**config.mk**
```make
export PLATFORM = sky130hd
export DESIGN_NAME = pgp_port
export DESIGN_NICKNAME = d
export VERILOG_FILES = /design/src/core/pgp_pkg.sv /design/src/core/pgp_sync_if.sv /design/src/core/pgp_pin_sync.sv /design/src/core/pgp_port.sv
export VERILOG_INCLUDE_DIRS = /design/src /design/src/core
export SDC_FILE = /design/constraint.sdc
export NUM_CORES = 1
export LEC_CHECK = 0
export BUFFER_PORTS_ARGS = -buffer_cell sky130_fd_sc_hd__buf_2
export CAP_MARGIN = 20
export CORE_MARGIN = 8
export CORE_UTILIZATION = 55
export CTS_CLUSTER_SIZE = 14
export DETAILED_ROUTE_END_ITERATION = 16
export PLACE_DENSITY = 0.85
export SYNTH_ARGS = -nofsm -noshare
export SYNTH_HDL_FRONTEND = slang
export SYNTH_HIERARCHICAL = 1
export SYNTH_SLANG_ARGS = --single-unit
```
**constraint.sdc**
```tcl
create_clock -name pclk -period 3.1 [get_ports pclk]
set_input_delay 0.155 -clock pclk [delete_from_list [all_inputs] [get_ports pclk]]
set_output_delay 0.155 -clock pclk [all_outputs]
set_load 0.01 [all_outputs]
```
**src/core/pgp_defines.svh**
```systemverilog
// register offsets, reset values and widths for the port pin control block
// assumes inclusion by bare name from design files under core/
`ifndef PGP_DEFINES_SVH
`define PGP_DEFINES_SVH

// ==========================================================================
// register byte offsets
`define PGP_OFS_LATCH    12'h000
`define PGP_OFS_DIR      12'h004
`define PGP_OFS_ANALOG_SEL 12'h008
`define PGP_OFS_PULLUP   12'h00C
`define PGP_OFS_ROUTE    12'h010
`define PGP_OFS_AOUT     12'h014
`define PGP_OFS_PINS     12'h018

// ==========================================================================
// reset values (six pins)
`define PGP_RST_LATCH    6'h00
`define PGP_RST_DIR      6'h3F
`define PGP_RST_ANALOG_SEL 6'h3F
`define PGP_RST_PULLUP   6'h00
`define PGP_RST_ROUTE    6'h00
`define PGP_RST_AOUT     6'h00

`define PGP_NPINS        6
`define PGP_ADDR_W       12
`define PGP_DATA_W       32

`endif

```
**src/core/pgp_pkg.sv**
```systemverilog
// types shared by the port pin control block
// assumes pgp_defines.svh is on the include path
`include "pgp_defines.svh"
package pgp_pkg;
    typedef logic [`PGP_NPINS-1:0] pgp_pins_t;
    // register picked out by an apb address
    typedef enum {
        sel_latch,
        sel_dir,
        sel_analog,
        sel_pullup,
        sel_route,
        sel_aout,
        sel_pins,
        sel_none
    } pgp_sel_e;
endpackage

```
**src/core/pgp_sync_if.sv**
```systemverilog
// interface carrying raw pin levels into the synchroniser and clean levels back
// assumes one clock domain, pclk
interface pgp_sync_if;
    pgp_pkg::pgp_pins_t raw;
    pgp_pkg::pgp_pins_t clean;
    modport owner (output raw, input clean);
    modport sync  (input raw, output clean);
endinterface

```
**src/core/pgp_pin_sync.sv**
```systemverilog
// three-stage synchroniser for the port pin inputs
// assumes pins are asynchronous to pclk
`include "pgp_defines.svh"

module pgp_pin_sync #(
    parameter int NPINS = `PGP_NPINS
) (
    input  wire logic pclk,
    input  wire logic presetn,
    pgp_sync_if.sync  sif
);
    // ======================================================================
    // checks
    if (NPINS < 1 || NPINS > `PGP_DATA_W) begin : g_bad
        $error("pgp_pin_sync: NPINS out of range");
    end

    logic [NPINS-1:0] s1_r, s2_r, s3_r, clean_r;
    logic [NPINS-1:0] s1_nxt, s2_nxt, s3_nxt, clean_nxt;

    // ======================================================================
    // next state
    // change taken only once second and third stages agree
    always_comb begin
        s1_nxt    = sif.raw;
        s2_nxt    = s1_r;
        s3_nxt    = s2_r;
        clean_nxt = clean_r;
        for (int i = 0; i < NPINS; i++) begin
            if (s2_r[i] == s3_r[i]) begin
                clean_nxt[i] = s3_r[i];
            end
        end
    end

    always_ff @(posedge pclk or negedge presetn) begin
        if (!presetn) begin
            s1_r    <= '0;
            s2_r    <= '0;
            s3_r    <= '0;
            clean_r <= '0;
        end else begin
            s1_r    <= s1_nxt;
            s2_r    <= s2_nxt;
            s3_r    <= s3_nxt;
            clean_r <= clean_nxt;
        end
    end

    assign sif.clean = clean_r;
endmodule

```
**src/core/pgp_port.sv**
```systemverilog
// six-pin general purpose port: latch, direction, analog select, pull-up,
// peripheral routing and analog output override, reached over APB
// assumes one clock pclk, asynchronous active-low presetn, pins asynchronous
//
// Implementation choices: the APB register port and the address map.
`include "pgp_defines.svh"

// Summary of operation
// - analog-select set makes digital reads zero; input goes to analog side
// - analog-select never touches output drive or output source
// - output pin with analog-select set keeps driving its digital value
// - analog-select bits reset set; software clears them for digital input
// - one independent pull-up enable bit per pin in its own register
// - after reset each pin's output source is its port latch value, with the driver off
// - other sources reach a pin only via routing select or analog output
// - routed digital outputs still drive analog-input pins
// - direction bit set disables driver; clear enables it
// - analog output overrides driver, input, pull-up; reads return zero
module pgp_port #(
    parameter int NPINS = `PGP_NPINS
) (
    input  wire logic              pclk,
    input  wire logic              presetn,
    input  wire logic              psel,
    input  wire logic              penable,
    input  wire logic              pwrite,
    input  wire logic [11:0]       paddr,
    input  wire logic [31:0]       pwdata,
    output logic      [31:0]       prdata,
    output logic                   pready,
    output logic                   pslverr,
    input  wire logic [NPINS-1:0]  port_a_pins_in,
    output logic      [NPINS-1:0]  port_a_pins_out,
    output logic      [NPINS-1:0]  port_a_pins_oe,
    output logic      [NPINS-1:0]  pull_up_on,
    output logic      [NPINS-1:0]  analog_in_en,
    output logic      [NPINS-1:0]  analog_out_en,
    input  wire logic [NPINS-1:0]  periph_out
);
    // ======================================================================
    // checks
    if (NPINS != `PGP_NPINS) begin : g_bad
        $error("pgp_port: only six pins supported");
    end

    // ======================================================================
    // registers
    pgp_pkg::pgp_pins_t latch_r;
    pgp_pkg::pgp_pins_t latch_nxt;
    pgp_pkg::pgp_pins_t dir_r;
    pgp_pkg::pgp_pins_t dir_nxt;
    pgp_pkg::pgp_pins_t analog_sel_r;
    pgp_pkg::pgp_pins_t analog_sel_nxt;
    pgp_pkg::pgp_pins_t pullup_r;
    pgp_pkg::pgp_pins_t pullup_nxt;
    pgp_pkg::pgp_pins_t route_r;
    pgp_pkg::pgp_pins_t route_nxt;
    pgp_pkg::pgp_pins_t aout_r;
    pgp_pkg::pgp_pins_t aout_nxt;
    logic [31:0]        prdata_r;
    logic [31:0]        prdata_nxt;
    logic               pready_r;
    logic               pready_nxt;
    logic               pslverr_r;
    logic               pslverr_nxt;
    pgp_pkg::pgp_pins_t pout_r;
    pgp_pkg::pgp_pins_t pout_nxt;
    pgp_pkg::pgp_pins_t poe_r;
    pgp_pkg::pgp_pins_t poe_nxt;
    pgp_pkg::pgp_pins_t pu_r;
    pgp_pkg::pgp_pins_t pu_nxt;
    pgp_pkg::pgp_pins_t ain_r;
    pgp_pkg::pgp_pins_t ain_nxt;
    pgp_pkg::pgp_pins_t aoen_r;
    pgp_pkg::pgp_pins_t aoen_nxt;
    pgp_pkg::pgp_pins_t pin_read;
    pgp_pkg::pgp_sel_e  sel;

    pgp_sync_if sif ();
    assign sif.raw = port_a_pins_in;

    pgp_pin_sync #(.NPINS(NPINS)) u_sync (
        .pclk    (pclk),
        .presetn (presetn),
        .sif     (sif)
    );

    function automatic logic [31:0] widen(input pgp_pkg::pgp_pins_t v);
        widen = {26'h0000000, v};
    endfunction

    // ======================================================================
    // address decode
    // one decode shared by the read and write paths
    function automatic pgp_pkg::pgp_sel_e decode(input logic [`PGP_ADDR_W-1:0] a);
        case (a)
            `PGP_OFS_LATCH:      decode = pgp_pkg::sel_latch;
            `PGP_OFS_DIR:        decode = pgp_pkg::sel_dir;
            `PGP_OFS_ANALOG_SEL: decode = pgp_pkg::sel_analog;
            `PGP_OFS_PULLUP:     decode = pgp_pkg::sel_pullup;
            `PGP_OFS_ROUTE:      decode = pgp_pkg::sel_route;
            `PGP_OFS_AOUT:       decode = pgp_pkg::sel_aout;
            `PGP_OFS_PINS:       decode = pgp_pkg::sel_pins;
            default:             decode = pgp_pkg::sel_none;
        endcase
    endfunction

    assign sel = decode(paddr);

    // ======================================================================
    // pin read path
    // analog reads zero
    // synchronised level
    // outputs read back their own level, so read-modify-write on an
    // analog pin clears its latch bit: a known hazard of this port
    assign pin_read = sif.clean & ~analog_sel_r & ~aout_r;

    // ======================================================================
    // apb slave: one wait-free access phase, pready in the first access cycle only
    wire access = psel && penable;
    wire wr     = access && pwrite;

    always_comb begin
        latch_nxt   = latch_r;
        dir_nxt     = dir_r;
        analog_sel_nxt = analog_sel_r;
        pullup_nxt  = pullup_r;
        route_nxt   = route_r;
        aout_nxt    = aout_r;
        prdata_nxt  = 32'h00000000;
        pready_nxt  = psel && !penable;
        pslverr_nxt = 1'b0;
        if (psel && !penable) begin
            unique case (sel)
                pgp_pkg::sel_latch:  prdata_nxt = widen(latch_r);
                pgp_pkg::sel_dir:    prdata_nxt = widen(dir_r);
                pgp_pkg::sel_analog: prdata_nxt = widen(analog_sel_r);
                pgp_pkg::sel_pullup: prdata_nxt = widen(pullup_r);
                pgp_pkg::sel_route:  prdata_nxt = widen(route_r);
                pgp_pkg::sel_aout:   prdata_nxt = widen(aout_r);
                pgp_pkg::sel_pins:   prdata_nxt = widen(pin_read);
                pgp_pkg::sel_none:   pslverr_nxt = 1'b1;
            endcase
        end
        if (wr) begin
            unique case (sel)
                pgp_pkg::sel_latch:  latch_nxt      = pwdata[NPINS-1:0];
                pgp_pkg::sel_dir:    dir_nxt        = pwdata[NPINS-1:0];
                pgp_pkg::sel_analog: analog_sel_nxt = pwdata[NPINS-1:0];
                pgp_pkg::sel_pullup: pullup_nxt     = pwdata[NPINS-1:0];
                pgp_pkg::sel_route:  route_nxt      = pwdata[NPINS-1:0];
                pgp_pkg::sel_aout:   aout_nxt       = pwdata[NPINS-1:0];
                // pin word is read-only; unmapped words drop the write
                pgp_pkg::sel_pins,
                pgp_pkg::sel_none: begin
                end
            endcase
        end
    end

    // ======================================================================
    // pin drive path, registered
    always_comb begin
        pout_nxt = (route_r & periph_out) | (~route_r & latch_r);
        poe_nxt  = ~dir_r & ~aout_r;
        pout_nxt = pout_nxt & ~aout_r;
        pu_nxt   = pullup_r & ~aout_r;
        ain_nxt  = analog_sel_r | aout_r;
        aoen_nxt = aout_r;
    end

    // ======================================================================
    // control registers and bus answer
    always_ff @(posedge pclk or negedge presetn) begin
        if (!presetn) begin
            latch_r      <= `PGP_RST_LATCH;
            dir_r        <= `PGP_RST_DIR;
            analog_sel_r <= `PGP_RST_ANALOG_SEL;
            pullup_r     <= `PGP_RST_PULLUP;
            route_r      <= `PGP_RST_ROUTE;
            aout_r       <= `PGP_RST_AOUT;
            prdata_r     <= 32'h00000000;
            pready_r     <= 1'b0;
            pslverr_r    <= 1'b0;
        end else begin
            latch_r      <= latch_nxt;
            dir_r        <= dir_nxt;
            analog_sel_r <= analog_sel_nxt;
            pullup_r     <= pullup_nxt;
            route_r      <= route_nxt;
            aout_r       <= aout_nxt;
            prdata_r     <= prdata_nxt;
            pready_r     <= pready_nxt;
            pslverr_r    <= pslverr_nxt;
        end
    end

    // ======================================================================
    // pin side registers
    // held safe in reset: no driver, no pull-up, input handed to analog side
    always_ff @(posedge pclk or negedge presetn) begin
        if (!presetn) begin
            pout_r <= '0;
            poe_r  <= '0;
            pu_r   <= '0;
            ain_r  <= `PGP_RST_ANALOG_SEL;
            aoen_r <= '0;
        end else begin
            pout_r <= pout_nxt;
            poe_r  <= poe_nxt;
            pu_r   <= pu_nxt;
            ain_r  <= ain_nxt;
            aoen_r <= aoen_nxt;
        end
    end

    assign prdata          = prdata_r;
    assign pready          = pready_r;
    assign pslverr         = pslverr_r;
    assign port_a_pins_out = pout_r;
    assign port_a_pins_oe  = poe_r;
    assign pull_up_on      = pu_r;
    assign analog_in_en    = ain_r;
    assign analog_out_en   = aoen_r;
endmodule

```
==> reports/results.ini <==
[status]
outcome = complete, no violations

[global_route]
first_pass_grt_wire_length_um = 12500
number_of_global_route_vias_before_repair = 2518
track_usage = 0.157
initial_antenna_violation_count = 0
overflow = 0
grt_max_degree = 52

[placed_design]
place.gp.congestion = 0.854
hpwlAfterDp_um = 5710
number_of_buffer_cells_added_on_primary_ports = 72

[detailed_routing]
routed_via_density = 5.13
drt-total-wl_um = 7680
drtIter0Drc = 118
drt.antenna.violating_nets = 0
drt_pass_1_iters = 4
dr_total_vias = 2482
wl_per_cell_um = 15.9
drt_drc_violations_left = 0

[synthesis]
synth.most_common_cell = sky130_fd_sc_hd__dfrtp_1
post-synth-top-area-fraction = 0.501
synth_flop_cell = sky130_fd_sc_hd__dfrtp_1
netlist_instances = 297
synth_area_per_cell_um2 = 13.4
yosysTopAreaCell = sky130_fd_sc_hd__dfrtp_1
synthArstFlopShare = 1.00
yosys_register_bits = 98
post_synth_edffs = 0
synth.yosys.seq_area_share = 0.620
post_synth_instance_area_um2 = 3990
synth.top_cells.by_area = sky130_fd_sc_hd__dfrtp_1 50%, sky130_fd_sc_hd__dfstp_2 12%, sky130_fd_sc_hd__mux2_2 8.7%
synthTopCellsByCount = 80 x sky130_fd_sc_hd__dfrtp_1, 31 x sky130_fd_sc_hd__mux2_2, 27 x sky130_fd_sc_hd__nor2_1
synth.distinct_cells = 40
yosysWarnings = 6

[worst_hold_path]
hold_path.class = primary input to flop

[die]
std_cell_rows = 31
num_io_pins = 125
die_w_um = 101
core-area_um2 = 7140
die_area_um2 = 10200
initial_core_util = 0.559
die-height_um = 101

[worst_setup_path]
crit_path_start_kind = primary input
path_class = primary input to flop
cp.required_ns = 3.34
critPathMaxFanout = 9
timing.critical_path.cells = buf_2, or4_4, or4_4, nor2_1, buf_4, mux2_2
critPathMaxStageDelay_ns = 0.60
cpMostUsedCell = sky130_fd_sc_hd__or4_4
critical-path-slowest-cell = sky130_fd_sc_hd__or4_4
setup.worst_path.end_class = flop
data_arrival_at_the_endpoint_of_the_critical_path_ns = 2.35

[clock_network]
cts_max_level = 3
tritoncts_buffers = 9
clkSlewWorstSetupHoldPaths_ns = 0.09
clock_latency_reported_for_the_late_side_of_the_worst_skew_pair_ns = 0.36
root_buffer = sky130_fd_sc_hd__clkbuf_8
clock-sinks = 98
clock_tree.buffer_depth = 2
cts_resized = 0
tritoncts = done

[final_layout]
fraction_of_final_layout_cells_sized_beyond_drive_strength_1 = 0.422
layout-area-overhead-vs-synth_pct = 15.9
final_net_count = 440
number_of_inserted_filler_cells_in_the_final_layout = 567

[power]
power_density_nw_per_um2 = 482
vdd_ir_drop_max_mv = 0.239
static-leakage-power_uw = 0.00230
p_total_uw = 2230

[sta]
max_freq_mhz = 474
grt_setup_unrepaired = false
skew_ns = 0.00921
finalSetupTns_ns = 0
finalWorstPathRequiredPeriod_ns = 2.11
finalMaxSlewViolations = 0
finalSetupViolations = 0
finalCritPeriodShare = 0.680
whs_ns = 0.0365
least_margin_pin_slew_ns = 0.688
hold_viol = 0
slew_headroom = 0.535

[run]
maxCapViolCount = 0

==> sequential cells by signal, summed over array words and instances (netlist names), 6 cells and up <==
register / count
pull_up_on: 6
analog_out_en: 6
pullup_r: 6
port_a_pins_oe: 6
u_sync/s2_r: 6
aoen_nxt: 6
port_a_pins_out: 6
dir_r: 6
route_r: 6
u_sync/sif.clean: 6
analog_sel_r: 6
u_sync/s3_r: 6
analog_in_en: 6
latch_r: 6
u_sync/s1_r: 6
prdata: 6
==> through the flow <==
stage,setup slack [ns],std cells,instance area [µm²],util
after global placement,0.673,460,4360,0.611
after CTS,1.03,483,4620,0.648
after floorplan,0.892,322,4090,-
after global routing,0.989,483,4620,0.648
final,0.991,484,4630,0.648
after detailed placement,0.650,460,4360,0.611
==> worst max-delay path: cells and delay by family <==
| family | cells | cell delay [ns] |
|---|---|---|
| buffers and inverters | 2 | 0.32 |
| AND/OR/NAND/NOR | 3 | 1.54 |
| multiplexers | 1 | 0.34 |
==> logic make-up after synthesis <==
| group | count (synthesis) | share of synthesized area |
|---|---|---|
| other | 1 | 0.000939 |
| adder cells (fa/ha/maj) | 6 | 0.0169 |
| buffers and inverters | 42 | 0.0677 |
| multiplexers | 53 | 0.153 |
| AO/OA/AOI/OAI | 24 | 0.0433 |
| AND/OR/NAND/NOR | 73 | 0.0981 |
| flip-flops | 98 | 0.620 |
==> worst paths after layout <==
kind,startpoint,to,slack [ns],cells after the start
max,paddr[9],pullup_r[2],0.99,6
min,periph_out[4],port_a_pins_out[4],0.04,3
max reg2reg,aoen_nxt[2],prdata[2],1.78,4
min reg2reg,u_sync/s1_r[1],u_sync/s2_r[1],0.35,0
max in group asynchronous,presetn,analog_in_en[1],2.02,3
min in group asynchronous,presetn,pullup_r[3],0.36,2
==> layer usage <==
| layer | up-vias | part of all wire | routed length, µm | GRT usage |
|---|---|---|---|---|
| met5 | - | 0 | 0 | 0 |
| met4 | 0 | 0.012 | 94 | 0.0664 |
| met3 | 8 | 0.085 | 656 | 0.0577 |
| met2 | 89 | 0.48 | 3690 | 0.231 |
| met1 | 1248 | 0.42 | 3240 | 0.205 |
| li1 | 1137 | - | - | - |
==> timing repair <==
item                                   4_1_cts  5_1_grt
hold buffers                                 7        0
endpoints found under the hold margin       46        0
setup buffers                                0        0
==> area by class of cell <==
cell class | instances | area (µm²) | area share
Inverter | 6 | 22.5 | 0.00487
Clock buffer | 10 | 128 | 0.0276
Clock inverter | 6 | 66.3 | 0.0143
Tap cell | 99 | 124 | 0.0268
Antenna cell | 1 | 2.50 | 0.000541
Timing Repair Buffer | 82 | 468 | 0.101
Sequential cell | 98 | 2470 | 0.535
Multi-Input combinational cell | 182 | 1340 | 0.290
==> layout by cell type (no fill, tap or decap), drive strengths merged, types with 4 or more instances in the layout <==
master | Yosys | routed
a21oi | 4 | 4
buf | 29 | 75
clkbuf | 7 | 10
clkinv | 0 | 4
conb | 1 | 26
dfrtp | 80 | 80
dfstp | 18 | 18
dlygate4sd3 | 0 | 7
inv | 6 | 7
maj3 | 6 | 6
mux2 | 37 | 37
mux2i | 15 | 15
nand2 | 7 | 7
nand3 | 4 | 4
nor2 | 27 | 27
nor2b | 8 | 8
o21ai | 4 | 4
or2 | 7 | 7
==> power by group <==
part           internal, µW  switching [µW]
Clock                   376             414
Combinational          46.6            81.8
Sequential             1300            11.0
Total                  1720             507
(Power assumes the default switching activity.)
